<file path="src/verilog/fpdd_consts.vh">
// Constants for the flash parameter read decoder: field positions, codes.
// Assumes inclusion by bare name from the design files.
`ifndef FPDD_CONSTS_VH
`define FPDD_CONSTS_VH
// ==========================================================================
// Speed word fields
`define FPDD_SPD_DS_HI      7
`define FPDD_SPD_DS_LO      4
`define FPDD_SPD_ND_HI      3
`define FPDD_SPD_ND_LO      0
`define FPDD_CODE_RSVD0     4'h0
`define FPDD_CODE_NOTCHAR   4'hE
`define FPDD_CODE_NOTSUP    4'hF
`define FPDD_DS_MAX_VALID   4'h7
`define FPDD_ND_MAX_VALID   4'hC
// ==========================================================================
// Support-flag word
`define FPDD_SUP_4S4D4D     3
`define FPDD_SUP_1S4D4D     2
`define FPDD_SUP_1S2D2D     1
`define FPDD_SUP_1S1D1D     0
`define FPDD_SUP_RSVD_W     28
// ==========================================================================
// Descriptor word fields
`define FPDD_OP_HI_HI       31
`define FPDD_OP_HI_LO       24
`define FPDD_MC_HI_HI       23
`define FPDD_MC_HI_LO       21
`define FPDD_DC_HI_HI       20
`define FPDD_DC_HI_LO       16
`define FPDD_OP_LO_HI       15
`define FPDD_OP_LO_LO       8
`define FPDD_MC_LO_HI       7
`define FPDD_MC_LO_LO       5
`define FPDD_DC_LO_HI       4
`define FPDD_DC_LO_LO       0
`define FPDD_MC_NONE        3'h0
`define FPDD_DC_NONE        5'h00
// ==========================================================================
// Speed table in MHz
`define FPDD_MHZ_W          9
`endif

</file>
<file path="src/verilog/fpdd_desc_unpack.v">
// Splits a fast read descriptor word into opcodes, mode and dummy counts.
// Assumes a same-clock caller; output is combinational.
`timescale 1ns/1ps
`default_nettype none
`include "fpdd_consts.vh"
module fpdd_desc_unpack (
  input  wire [31:0] word,
  output wire [7:0]  op_2d,
  output wire [2:0]  mode_2d,
  output wire [4:0]  dummy_2d,
  output wire [7:0]  op_1d,
  output wire [2:0]  mode_1d,
  output wire [4:0]  dummy_1d
);
  // ========================================================================
  // Fields
  assign op_2d    = word[`FPDD_OP_HI_HI:`FPDD_OP_HI_LO];
  assign mode_2d  = word[`FPDD_MC_HI_HI:`FPDD_MC_HI_LO];
  assign dummy_2d = word[`FPDD_DC_HI_HI:`FPDD_DC_HI_LO];
  assign op_1d    = word[`FPDD_OP_LO_HI:`FPDD_OP_LO_LO];
  assign mode_1d  = word[`FPDD_MC_LO_HI:`FPDD_MC_LO_LO];
  assign dummy_1d = word[`FPDD_DC_LO_HI:`FPDD_DC_LO_LO];
endmodule // fpdd_desc_unpack
`default_nettype wire

</file>
<file path="src/verilog/fpdd_speed_dec.v">
// Decodes one 4-bit maximum speed code into MHz and validity flags.
// Assumes a same-clock caller; output is combinational.
`timescale 1ns/1ps
`default_nettype none
`include "fpdd_consts.vh"
module fpdd_speed_dec #(
  parameter [3:0] MAX_VALID = `FPDD_ND_MAX_VALID
) (
  input  wire [3:0]             code,
  output reg  [`FPDD_MHZ_W-1:0] mhz,
  output reg                    valid,
  output wire                   not_sup,
  output wire                   not_char
);
  // ========================================================================
  // Decode
  assign not_sup  = (code == `FPDD_CODE_NOTSUP);
  assign not_char = (code == `FPDD_CODE_NOTCHAR);
  always @* begin
    case (code)
      4'h1:    mhz = 9'h021;
      4'h2:    mhz = 9'h032;
      4'h3:    mhz = 9'h042;
      4'h4:    mhz = 9'h050;
      4'h5:    mhz = 9'h064;
      4'h6:    mhz = 9'h085;
      4'h7:    mhz = 9'h0A6;
      4'h8:    mhz = 9'h0C8;
      4'h9:    mhz = 9'h0FA;
      4'hA:    mhz = 9'h10A;
      4'hB:    mhz = 9'h14D;
      4'hC:    mhz = 9'h190;
      default: mhz = 9'h000;
    endcase
    // Reserved codes, zero included, never count as a speed.
    valid = (code != `FPDD_CODE_RSVD0) && (code <= MAX_VALID);
    if (!valid) begin
      mhz = 9'h000;
    end
  end
endmodule // fpdd_speed_dec
`default_nettype wire

</file>
<file path="src/verilog/fpdd_top.v">
// Parameter table words for quad speed, double-rate support, descriptors.
// Builds the three table words from configuration ports and decodes them
// back into registered fields for a read sequencer on the same clock.
//
// Notes on behaviour
// - Quad speed with strobe: F unsupported, E uncharacterized, 1..7 speeds.
// - Codes 8 to D of the strobe speed field are reserved, never valid.
// - Quad speed without strobe: F, E special; 1..C map to speeds; 0 reserved.
// - Support word bits 31 to 4 always read as zero.
// - Support bit 3 flags quad-opcode quad double-rate fast read.
// - Support bit 2 flags single-opcode quad double-rate fast read.
// - Support bit 1 flags single-opcode dual double-rate fast read.
// - Support bit 0 flags single-line double-rate fast read.
// - Descriptor top byte holds the 1S-2D-2D opcode.
// - Bits 23 to 21 give 1S-2D-2D mode clocks; zero means none.
// - Mode counts are clock cycles, not bits transferred.
// - Bits 20 to 16 give 1S-2D-2D dummy clocks; zero means none.
// - Dummy counts should be nonzero to avoid bus contention; zero is stored as given and only raises dummy_zero_warn_q for a supported mode.
// - Descriptor second byte holds the 1S-1D-1D opcode.
// - Bits 7 to 5 give 1S-1D-1D mode clocks; eight bits encode as four.
// - Low five bits give 1S-1D-1D dummy clocks; zero means none.
`timescale 1ns/1ps
`default_nettype none
`include "fpdd_consts.vh"
module fpdd_top #(
  parameter [3:0] SPD_DS_CODE  = `FPDD_CODE_NOTSUP,
  parameter [3:0] SPD_ND_CODE  = `FPDD_CODE_NOTSUP,
  parameter [7:0] OP_2D        = 8'h00,
  parameter [2:0] MODE_2D      = `FPDD_MC_NONE,
  parameter [4:0] DUMMY_2D     = `FPDD_DC_NONE,
  parameter [7:0] OP_1D        = 8'h00,
  parameter [2:0] MODE_1D      = `FPDD_MC_NONE,
  parameter [4:0] DUMMY_1D     = `FPDD_DC_NONE
) (
  input  wire                   sys_clk,
  input  wire                   rst,
  input  wire                   cfg_load,
  input  wire [3:0]             cfg_spd_ds,
  input  wire [3:0]             cfg_spd_nd,
  input  wire [3:0]             cfg_support,
  input  wire [31:0]            cfg_desc,
  output reg  [31:0]            speed_word_q,
  output reg  [31:0]            support_word_q,
  output reg  [31:0]            desc_word_q,
  output reg  [`FPDD_MHZ_W-1:0] ds_mhz_q,
  output reg                    ds_valid_q,
  output reg  [`FPDD_MHZ_W-1:0] nd_mhz_q,
  output reg                    nd_valid_q,
  output reg                    sup_4s4d4d_q,
  output reg                    sup_1s4d4d_q,
  output reg                    sup_1s2d2d_q,
  output reg                    sup_1s1d1d_q,
  output reg  [7:0]             op_2d_q,
  output reg  [2:0]             mode_2d_q,
  output reg  [4:0]             dummy_2d_q,
  output reg  [7:0]             op_1d_q,
  output reg  [2:0]             mode_1d_q,
  output reg  [4:0]             dummy_1d_q,
  output reg                    dummy_zero_warn_q
);
  // ========================================================================
  // Table word build
  reg  [3:0]             spd_ds_d;
  reg  [3:0]             spd_nd_d;
  wire [`FPDD_MHZ_W-1:0] ds_mhz;
  wire [`FPDD_MHZ_W-1:0] nd_mhz;
  wire                   ds_valid;
  wire                   nd_valid;
  wire [7:0]             op_2d;
  wire [2:0]             mode_2d;
  wire [4:0]             dummy_2d;
  wire [7:0]             op_1d;
  wire [2:0]             mode_1d;
  wire [4:0]             dummy_1d;

  always @(posedge sys_clk) begin
    if (rst) begin
      speed_word_q   <= {24'h00_0000, SPD_DS_CODE, SPD_ND_CODE};
      support_word_q <= 32'h0000_0000;
      desc_word_q    <= {OP_2D, MODE_2D, DUMMY_2D, OP_1D, MODE_1D, DUMMY_1D};
    end else if (cfg_load) begin
      // Only the low byte of the speed word belongs to this block.
      speed_word_q   <= {24'h00_0000, cfg_spd_ds, cfg_spd_nd};
      // Reserved flag bits are forced low, whatever the source offers.
      support_word_q <= {{`FPDD_SUP_RSVD_W{1'b0}}, cfg_support};
      // Mode counts are stored as clocks exactly as given.
      desc_word_q    <= cfg_desc;
    end
  end

  // ========================================================================
  // Decode
  always @* begin
    spd_ds_d = speed_word_q[`FPDD_SPD_DS_HI:`FPDD_SPD_DS_LO];
    spd_nd_d = speed_word_q[`FPDD_SPD_ND_HI:`FPDD_SPD_ND_LO];
  end

  fpdd_speed_dec #(
    .MAX_VALID (`FPDD_DS_MAX_VALID)
  ) u_ds (
    .code     (spd_ds_d),
    .mhz      (ds_mhz),
    .valid    (ds_valid),
    .not_sup  (),
    .not_char ()
  );

  fpdd_speed_dec #(
    .MAX_VALID (`FPDD_ND_MAX_VALID)
  ) u_nd (
    .code     (spd_nd_d),
    .mhz      (nd_mhz),
    .valid    (nd_valid),
    .not_sup  (),
    .not_char ()
  );

  fpdd_desc_unpack u_desc (
    .word     (desc_word_q),
    .op_2d    (op_2d),
    .mode_2d  (mode_2d),
    .dummy_2d (dummy_2d),
    .op_1d    (op_1d),
    .mode_1d  (mode_1d),
    .dummy_1d (dummy_1d)
  );

  // ========================================================================
  // Registered decoded fields, one cycle behind the table words
  always @(posedge sys_clk) begin
    if (rst) begin
      ds_mhz_q          <= {`FPDD_MHZ_W{1'b0}};
      ds_valid_q        <= 1'b0;
      nd_mhz_q          <= {`FPDD_MHZ_W{1'b0}};
      nd_valid_q        <= 1'b0;
      sup_4s4d4d_q      <= 1'b0;
      sup_1s4d4d_q      <= 1'b0;
      sup_1s2d2d_q      <= 1'b0;
      sup_1s1d1d_q      <= 1'b0;
      op_2d_q           <= 8'h00;
      mode_2d_q         <= 3'h0;
      dummy_2d_q        <= 5'h00;
      op_1d_q           <= 8'h00;
      mode_1d_q         <= 3'h0;
      dummy_1d_q        <= 5'h00;
      dummy_zero_warn_q <= 1'b0;
    end else begin
      // Reserved codes come out as invalid with zero speed.
      ds_mhz_q     <= ds_mhz;
      ds_valid_q   <= ds_valid;
      nd_mhz_q     <= nd_mhz;
      nd_valid_q   <= nd_valid;
      sup_4s4d4d_q <= support_word_q[`FPDD_SUP_4S4D4D];
      sup_1s4d4d_q <= support_word_q[`FPDD_SUP_1S4D4D];
      sup_1s2d2d_q <= support_word_q[`FPDD_SUP_1S2D2D];
      sup_1s1d1d_q <= support_word_q[`FPDD_SUP_1S1D1D];
      op_2d_q      <= op_2d;
      mode_2d_q    <= mode_2d;
      dummy_2d_q   <= dummy_2d;
      op_1d_q      <= op_1d;
      mode_1d_q    <= mode_1d;
      dummy_1d_q   <= dummy_1d;
      // A supported mode with zero dummy clocks risks a turnaround clash
      // between host and flash, so it is flagged rather than refused.
      dummy_zero_warn_q <=
        (support_word_q[`FPDD_SUP_1S2D2D] && dummy_2d == `FPDD_DC_NONE) ||
        (support_word_q[`FPDD_SUP_1S1D1D] && dummy_1d == `FPDD_DC_NONE);
    end
  end
endmodule // fpdd_top
`default_nettype wire
</file>
<file path="config.mk">
export PLATFORM = sky130hd
export DESIGN_NAME = fpdd_top
export DESIGN_NICKNAME = d
export VERILOG_FILES = /design/src/verilog/fpdd_desc_unpack.v /design/src/verilog/fpdd_speed_dec.v /design/src/verilog/fpdd_top.v
export VERILOG_INCLUDE_DIRS = /design/src /design/src/verilog
export SDC_FILE = /design/constraint.sdc
export NUM_CORES = 1
export LEC_CHECK = 0
export BUFFER_PORTS_ARGS = -buffer_cell sky130_fd_sc_hd__buf_2
export CORE_MARGIN = 4
export CORE_UTILIZATION = 48
export CTS_CLUSTER_SIZE = 14
export DETAILED_ROUTE_END_ITERATION = 6
export PLACE_DENSITY = 0.92
export REMOVE_ABC_BUFFERS = 1
export SETUP_SLACK_MARGIN = 0.05
export SYNTH_ARGS = -nofsm -noshare
export SYNTH_HDL_FRONTEND = slang
export SYNTH_SLANG_ARGS = --single-unit
</file>
<file path="constraint.sdc">
create_clock -name sys_clk -period 2.9 [get_ports sys_clk]
set_input_delay 0.435 -clock sys_clk [delete_from_list [all_inputs] [get_ports sys_clk]]
set_output_delay 0.435 -clock sys_clk [all_outputs]
set_load 0.01 [all_outputs]
</file>
==> run_results.csv, run 1 <==
group,metric,value,unit
status,status,"complete, no violations",
critical_path,reg2reg_depth,4,
placed_design,dpl_cell_area,4419,sq um
floorplan,initial_core_util,0.4948,
hold_path,min_to,"speed_word_q[3]",
synth,yosysUniqueCellTypes,30,
cts,cts_hold_buf,0,
timing,worst_slack,1.220,ns
synth,synth_top_cell_by_area,"dfxtp_1",
critical_path,cp_max_fo,14,
power_and_ir_drop,power_density,612.2,nW/um^2
synth,synth_area_leaders,"dfxtp_1, mux2i_1, buf_4",
cts,cts_resized,0,
synth,yosysTopAreaCellShare,0.5288,
synth,syn_area,3824,sq um
detailed_routing,viasPerCell,4.556,
synth,yosys-top-cells-count,"dfxtp_1, buf_4, nor2_1, mux2i_1, nor2b_1",
critical_path,timing.rr.start,"speed_word_q[1]",
synth,synth.avg_cell_area,10.45,sq um
global_routing,gr-total-overflow,0,
detailed_routing,drt_iter0_markers,51,
timing,whs,0.3101,ns
cts,ctsLongestPathBuffers,2,
timing,slew_headroom,0.6021,
critical_path,cp_slowest_cell,"dfxtp_1",
timing,hold_violations,0,
cts,clkTransAtPathRegs,0.09,ns
global_routing,grt_util_met2,0.3015,
timing,fmax,0.5953,GHz
power_and_ir_drop,p_leak,2.471,nW
hold_path,min_from,"cfg_spd_nd[3]",
cts,cts.sinks,101,
placed_design,place_ws,1.214,ns
cts,clock_latency,0.35,ns
synth,synth_seq_cells,101,
hold_path,min_path_cells,3,
global_routing,grt_pass1_wl,13090,microns
synth,synth_async_sr_flop_share,0,
detailed_routing,post-route-drc-count,0,
floorplan,rows,32,
layout,drive_above_1_share,0.3320,
job,max_cap_violations,0,
detailed_routing,final_antenna_net_count,0,
timing,finalSetupTns,0,ns
critical_path,rrSetupSlack,1.39,ns
cts,post-cts-setup-buffers,0,
cts,numCtsBuffers,9,
global_routing,grtUsageMet1,0.1813,
critical_path,path_delay_family,"flip-flops",
critical_path,crit_buf_inv,1,
critical_path,cp_data_required_time,2.47,ns
synth,synth-edff-count,0,
detailed_routing,vias,2811,
detailed_routing,wire_per_inst,13.08,microns
global_routing,grt_use_met3,0.05456,
layout,fin_nets,565,
critical_path,crit_path_max_incr_delay,0.67,ns
placed_design,dp_hpwl,6179,microns
critical_path,path_cells,"buf_2",
critical_path,cp-end-kind,"output pin",
detailed_routing,dr.pass1.iters,4,
placed_design,port_buffers,147,
critical_path,path_class,"reg -> out",
global_routing,grt_start_max_net_pins,40,
timing,drv_slew,0,
floorplan,coreArea,7727,sq um
power_and_ir_drop,ir_drop,0.4044,mV
placed_design,place_congestion,0.8147,
timing,min_period_over_period,0.5792,
layout,num_antenna_cells,0,
timing,finalCriticalPeriod,1.680,ns
layout,syn_to_final_growth,21.76,%
floorplan,die_area,9458,sq um
cts,root_buffer,"clkbuf_8",
timing,rsz0062_at_grt,"no",
timing,worstMarginPinSlew,0.5968,ns
synth,yosysSeqAreaShare,0.5288,
floorplan,io_pins,200,
cts,htree_levels,3,
timing,setup_viol,0,
floorplan,die_x,97.25,microns
cts,tritoncts,"built",
global_routing,grt_pass1_vias,2747,
detailed_routing,wirelength,8073,microns
floorplan,dieHeight,97.25,microns
synth,yosysWarnings,0,
hold_path,min_path_type,"in -> reg",
synth,synthCells,366,
critical_path,crit_arrival,1.24,ns
synth,yosysMostFrequentCell,"dfxtp_1",
global_routing,grt_usage,0.1671,
timing,clock_skew,0.008367,ns
synth,synth_ff_type,"dfxtp_1",
layout,design_area,4656,sq um
critical_path,start_kind,"register",
global_routing,grt_antenna_before_repair,0,
critical_path,rr_endpoint,"nd_valid_q",
global_routing,busiest_layer,"met2",
## layout make-up
class | instances | area (sq um)
timing repair buffer | 150 | 770.7
fill | 651 | 3072
multi-input combinational | 241 | 1473
clock buffer | 10 | 127.6
tap | 102 | 127.6
clock inverter | 6 | 108.9
sequential | 101 | 2022
inverter | 7 | 26.28
## per-stage QoR
step,utilization,total power [mW],std cells
floorplan,-,1.694,349
global placement,0.5719,1.845,601
detailed placement,0.5719,1.859,601
CTS,0.6025,2.882,617
global route,0.6025,2.986,617
finish,0.6025,2.850,617
## where the power goes
| part | total, mW | switching, mW | internal, mW |
|---|---|---|---|
| clock network | 1.02 | 0.450 | 0.574 |
| logic | 0.325 | 0.187 | 0.138 |
| registers | 1.50 | 0.0468 | 1.45 |
| total | 2.85 | 0.684 | 2.17 |
## how the worst max path moves through the flow
stage	slack, ns	cells past startpoint	from	to
2_1_floorplan	1.58	5	speed_word_q[1]	nd_mhz_q[0]
3_3_place_gp	1.27	3	rst	op_2d_q[3]
3_5_place_dp	1.21	3	rst	mode_1d_q[1]
4_1_cts	1.21	1	speed_word_q[3]	speed_word_q[3]
5_1_grt	1.15	1	speed_word_q[3]	speed_word_q[3]
6_report	1.22	1	speed_word_q[3]	speed_word_q[3]
## routing by layer
layer	vias to the layer above	part of all wire
met5	-	0
met4	0	0.020
met3	18	0.086
met2	136	0.52
met1	1295	0.37
li1	1362	-
## kinds of logic (layout without fill, tap and decap cells)
kind of cell | count (synthesis) | after routing | share of synthesized area
AO/OA/AOI/OAI | 20 | 20 | 0.03861
adder cells (fa/ha/maj) | 8 | 8 | 0.02618
buffers and inverters | 77 | 173 | 0.1381
flip-flops | 101 | 101 | 0.5288
AND/OR/NAND/NOR | 117 | 117 | 0.1574
multiplexers | 42 | 42 | 0.1099
other | 1 | 54 | 0.0009807
## registers in the layout, summed over array words and instances, names as in the netlist
signal and count:
sup_1s1d1d_q 1, ds_mhz_q 9, dummy_2d_q 5, mode_1d_q 3, dummy_1d_q 5, sup_1s2d2d_q 1
op_1d_q 8, support_word_q 4, mode_2d_q 3, speed_word_q 8, desc_word_q 32, nd_valid_q 1
op_2d_q 8, nd_mhz_q 9, sup_1s4d4d_q 1, dummy_zero_warn_q 1, sup_4s4d4d_q 1, ds_valid_q 1
## cell usage in the layout, fill, tap and decap left out, types with 5 or more instances in the layout
| cell | n |
|---|---|
| ha_1 | 8 |
| conb_1 | 54 |
| nor3_1 | 5 |
| mux2i_1 | 42 |
| nor2_1 | 45 |
| clkbuf_8 | 9 |
| nor2b_1 | 39 |
| inv_1 | 6 |
| nand2_1 | 17 |
| dfxtp_1 | 101 |
| buf_2 | 147 |
No activity file was read; power rests on OpenSTA's default activity.
==> run 2, diff against run 1 <==
Settings changed: CORE_UTILIZATION 48 to 45, PLACE_DENSITY 0.92 to 0.88.
Clock period 2.9 ns to 1.58 ns, I/O delays scaled along.
==> run_results.csv, run 2 (same netlist as run 1, synthesis figures left out) <==
group,metric,value,unit
status,status,"complete, no violations",
cts,root_buffer,"clkbuf_8",
layout,regMostFlops,"desc_word_q",
critical_path,rr_endpoint,"nd_mhz_q[5]",
layout,reg_top3,"desc_word_q: 32 flops, ds_mhz_q: 9 flops, nd_mhz_q: 9 flops",
cts,cts.sinks,101,
critical_path,cp_data_required_time,1.34,ns
critical_path,cp_slowest_cell,"dfxtp_1",
global_routing,gr-total-overflow,0,
critical_path,path_cells,"buf_2",
placed_design,place_congestion,0.7841,
cts,clock_latency,0.35,ns
timing,hold_violations,0,
cts,tritoncts,"built",
detailed_routing,final_antenna_net_count,0,
timing,clock_skew,0.01139,ns
placed_design,placed_cells,607,
floorplan,coreArea,8258,sq um
timing,drv_slew,0,
critical_path,path_class,"reg -> out",
power_and_ir_drop,power,5.121,mW
hold_path,min_path_type,"in -> reg",
timing,setup_viol,0,
job,max_cap_violations,0,
layout,fillCellCount,757,
layout,multi_input_area,1473,sq um
global_routing,grt_antenna_before_repair,0,
floorplan,initial_core_util,0.4630,
critical_path,timing.rr.start,"speed_word_q[0]",
cts,post-cts-setup-buffers,0,
layout,design_area,4664,sq um
floorplan,dieHeight,100.2,microns
cts,ctsLongestPathBuffers,2,
critical_path,crit_end,"speed_word_q[2]",
detailed_routing,wire_per_inst,13.57,microns
timing,min_period_over_period,0.9045,
layout,stdcell_count,623,
layout,final_common_cell,"buf_2",
global_routing,grt_start_max_net_pins,49,
floorplan,die_area,10040,sq um
detailed_routing,vias,2809,
layout,syn_to_final_growth,21.99,%
power_and_ir_drop,power_density,1098,nW/um^2
layout,drive_above_1_share,0.3378,
floorplan,rows,33,
timing,whs,0.1027,ns
layout,regArea,2024,sq um
critical_path,cp_max_fo,12,
floorplan,io_pins,200,
timing,finalSetupTns,0,ns
detailed_routing,viasPerCell,4.509,
critical_path,rrSetupSlack,0.19,ns
critical_path,crit_arrival,1.19,ns
detailed_routing,wirelength,8456,microns
global_routing,grt_pass1_wl,12850,microns
placed_design,dpl_cell_area,4446,sq um
layout,layout_common_cells,"buf_2, dfxtp_1, conb_1",
critical_path,path_delay_family,"flip-flops",
power_and_ir_drop,p_leak,2.468,nW
critical_path,reg2reg_depth,5,
layout,num_antenna_cells,0,
critical_path,startpoint,"speed_word_q[2]",
cts,htree_levels,3,
detailed_routing,drt_iter0_markers,52,
critical_path,start_kind,"register",
floorplan,die_x,100.2,microns
cts,clkTransAtPathRegs,0.09,ns
critical_path,crit_buf_inv,1,
global_routing,grt_pass1_vias,2719,
critical_path,cp-end-kind,"output pin",
global_routing,grt_usage,0.1603,
timing,rsz0062_at_grt,"no",
critical_path,crit_path_max_incr_delay,0.62,ns
timing,finalCriticalPeriod,1.429,ns
critical_path,cp.depth,1,
layout,fin_nets,568,
timing,fmax,0.6997,GHz
detailed_routing,dr.pass1.iters,4,
cts,numCtsBuffers,9,
placed_design,port_buffers,147,
placed_design,dp_hpwl,6475,microns
layout,largest_reg_flops,32,
power_and_ir_drop,ir_drop,0.5924,mV
detailed_routing,post-route-drc-count,0,
## run 2: through the flow
step / util / worst slack, ns
5_1_grt: 0.5648 / 0.07899
4_1_cts: 0.5645 / 0.08203
6_report: 0.5648 / 0.1508
3_5_place_dp: 0.5383 / 0.1664
3_3_place_gp: 0.5383 / 0.2607
2_1_floorplan: - / 0.2623
## run 2: worst min-delay path by stage
stage | start | endpoint | slack [ns] | cells past startpoint
after floorplan | rst | nd_mhz_q[2] | 0.31 | 1
after global placement | cfg_spd_nd[2] | speed_word_q[2] | 0.46 | 3
after detailed placement | cfg_spd_nd[3] | speed_word_q[3] | 0.46 | 3
after CTS | cfg_spd_nd[3] | speed_word_q[3] | 0.08 | 3
after global routing | cfg_spd_nd[3] | speed_word_q[3] | 0.09 | 3
final | cfg_spd_nd[3] | speed_word_q[3] | 0.10 | 3
## run 2: per-layer routing
layer,track usage,wire length (microns),share of wire
met1,0.1656,3107,0.37
met3,0.04100,652,0.077
met5,0,0,0
met2,0.3048,4575,0.54
met4,0.06425,121,0.014
## run 2: cell type report
class / instances / share of cell area
Inverter: 7 / 0.005633
Tap cell: 105 / 0.02817
Sequential cell: 101 / 0.4340
Timing Repair Buffer: 153 / 0.1701
Multi-Input combinational cell: 241 / 0.3157
Clock inverter: 5 / 0.01824
Clock buffer: 11 / 0.02817
## run 2: timing repair
item	4_1_cts	5_1_grt
resized for setup	0	2
hold buffers	0	0
setup endpoints to repair	0	6
## run 2: report_power, final
part / total (mW) / leakage [nW] / switching [mW] / internal (mW)
Clock: 1.76 / 0.104 / 0.857 / 0.900
Combinational: 0.608 / 1.54 / 0.350 / 0.258
Sequential: 2.76 / 0.829 / 0.0850 / 2.67
==> run 3, diff against run 2 <==
Settings changed: CORE_UTILIZATION 45 to 40, PLACE_DENSITY 0.88 to 0.8.
==> run_results.csv, run 3 (same netlist as run 1, synthesis figures left out) <==
group,metric,value,unit
cts,cts.sinks,101,
timing,min_period_over_period,0.9156,
cts,tritoncts,"built",
power_and_ir_drop,ir_drop,0.6743,mV
layout,layout_common_cells,"buf_2, dfxtp_1, conb_1",
layout,drive_above_1_share,0.3391,
placed_design,dp_hpwl,5825,microns
power_and_ir_drop,power_density,1073,nW/um^2
critical_path,cp_max_fo,12,
cts,htree_levels,3,
global_routing,grt_pass1_wl,12620,microns
floorplan,rows,35,
timing,hold_violations,0,
global_routing,gr-total-overflow,0,
timing,setup_viol,0,
placed_design,place_congestion,0.8291,
critical_path,crit_path_max_incr_delay,0.63,ns
timing,fmax,0.6913,GHz
layout,num_antenna_cells,0,
cts,clkTransAtPathRegs,0.10,ns
critical_path,cp_slowest_cell,"dfxtp_1",
detailed_routing,post-route-drc-count,0,
timing,finalCriticalPeriod,1.447,ns
layout,fin_nets,566,
critical_path,crit_arrival,1.21,ns
cts,ctsLongestPathBuffers,2,
timing,slew_headroom,0.6581,
global_routing,grt_usage,0.1378,
placed_design,port_buffers,147,
global_routing,grt_antenna_before_repair,0,
layout,design_area,4679,sq um
detailed_routing,drt_iter0_markers,69,
timing,rsz0062_at_grt,"no",
critical_path,start_kind,"register",
floorplan,die_area,11190,sq um
hold_path,min_path_type,"in -> reg",
detailed_routing,dr.pass1.iters,4,
layout,reg_top3,"desc_word_q: 32 flops, ds_mhz_q: 9 flops, nd_mhz_q: 9 flops",
detailed_routing,wire_per_inst,12.20,microns
status,status,"complete, no violations",
critical_path,path_delay_family,"flip-flops",
detailed_routing,final_antenna_net_count,0,
detailed_routing,viasPerCell,4.233,
critical_path,cp_data_required_time,1.34,ns
critical_path,cp-end-kind,"output pin",
timing,clock_skew,0.01163,ns
cts,numCtsBuffers,9,
timing,drv_slew,0,
critical_path,path_class,"reg -> out",
critical_path,rrSetupSlack,0.17,ns
floorplan,die_x,105.8,microns
floorplan,initial_core_util,0.4119,
global_routing,grt_pass1_vias,2704,
floorplan,dieHeight,105.8,microns
timing,finalSetupTns,0,ns
critical_path,crit_buf_inv,1,
detailed_routing,vias,2730,
floorplan,coreArea,9284,sq um
layout,largest_reg_flops,32,
detailed_routing,wirelength,7870,microns
global_routing,grt_start_max_net_pins,49,
cts,root_buffer,"clkbuf_8",
cts,clock_latency,0.35,ns
layout,final_common_cell,"buf_2",
power_and_ir_drop,p_leak,2.457,nW
critical_path,path_cells,"buf_2",
layout,syn_to_final_growth,22.38,%
job,max_cap_violations,0,
layout,regMostFlops,"desc_word_q",
placed_design,dpl_cell_area,4473,sq um
timing,worstMarginPinSlew,0.5128,ns
floorplan,io_pins,200,
[run 3: path summary, 6_finish.rpt]
kind,startpoint,to,depth (start not counted)
max reg2reg,speed_word_q[0],nd_mhz_q[1],5
min,cfg_spd_nd[2],speed_word_q[2],3
max,speed_word_q[2],speed_word_q[2],1
min reg2reg,desc_word_q[15],op_1d_q[7],1
[run 3: report_power, final]
part | switching (mW) | internal [mW] | total (mW)
clock | 0.912 | 0.755 | 1.67
combinational | 0.342 | 0.258 | 0.599
sequential | 0.0836 | 2.67 | 2.76
[run 3: layer usage]
| metal | global-route usage | routed length [microns] | up-vias |
|---|---|---|---|
| met5 | 0 | 0 | - |
| met4 | 0.05365 | 115 | 0 |
| li1 | - | - | 1365 |
| met3 | 0.04470 | 658 | 10 |
| met2 | 0.2318 | 3842 | 119 |
| met1 | 0.1627 | 3254 | 1236 |
[run 3: area by class of cell]
type | count | area, sq um
tap | 129 | 161.4
sequential | 101 | 2024
clock buffer | 9 | 123.9
clock inverter | 7 | 80.08
timing repair buffer | 151 | 790.8
fill | 875 | 4604
multi-input combinational | 241 | 1473
inverter | 7 | 26.28
[run 3: tightest hold or removal path, delay by kind of cell]
kind | cells | cell delay, ns
buffers and inverters | 1 | 0.07
and+or+nand+nor | 1 | 0.06
muxes | 1 | 0.06
[run 3: what timing repair did]
action	in CTS	in global routing
gates resized for setup	0	2
setup buffers	0	0
endpoints found under the setup margin	0	8
hold buffers	0	0
[run 3: metrics by stage]
| step | utilization | hold WS, ns | instances | power, mW | worst slack [ns] |
|---|---|---|---|---|---|
| after global routing | 0.5040 | 0.08066 | 645 | 5.280 | 0.06033 |
| after global placement | 0.4818 | 0.4545 | 629 | 3.398 | 0.2602 |
| after floorplan | - | 0.3061 | 349 | 3.109 | 0.2623 |
| after CTS | 0.5038 | 0.07725 | 645 | 5.100 | 0.08200 |
| after detailed placement | 0.4818 | 0.4648 | 629 | 3.413 | 0.1394 |
| final | 0.5040 | 0.1025 | 645 | 5.022 | 0.1334 |
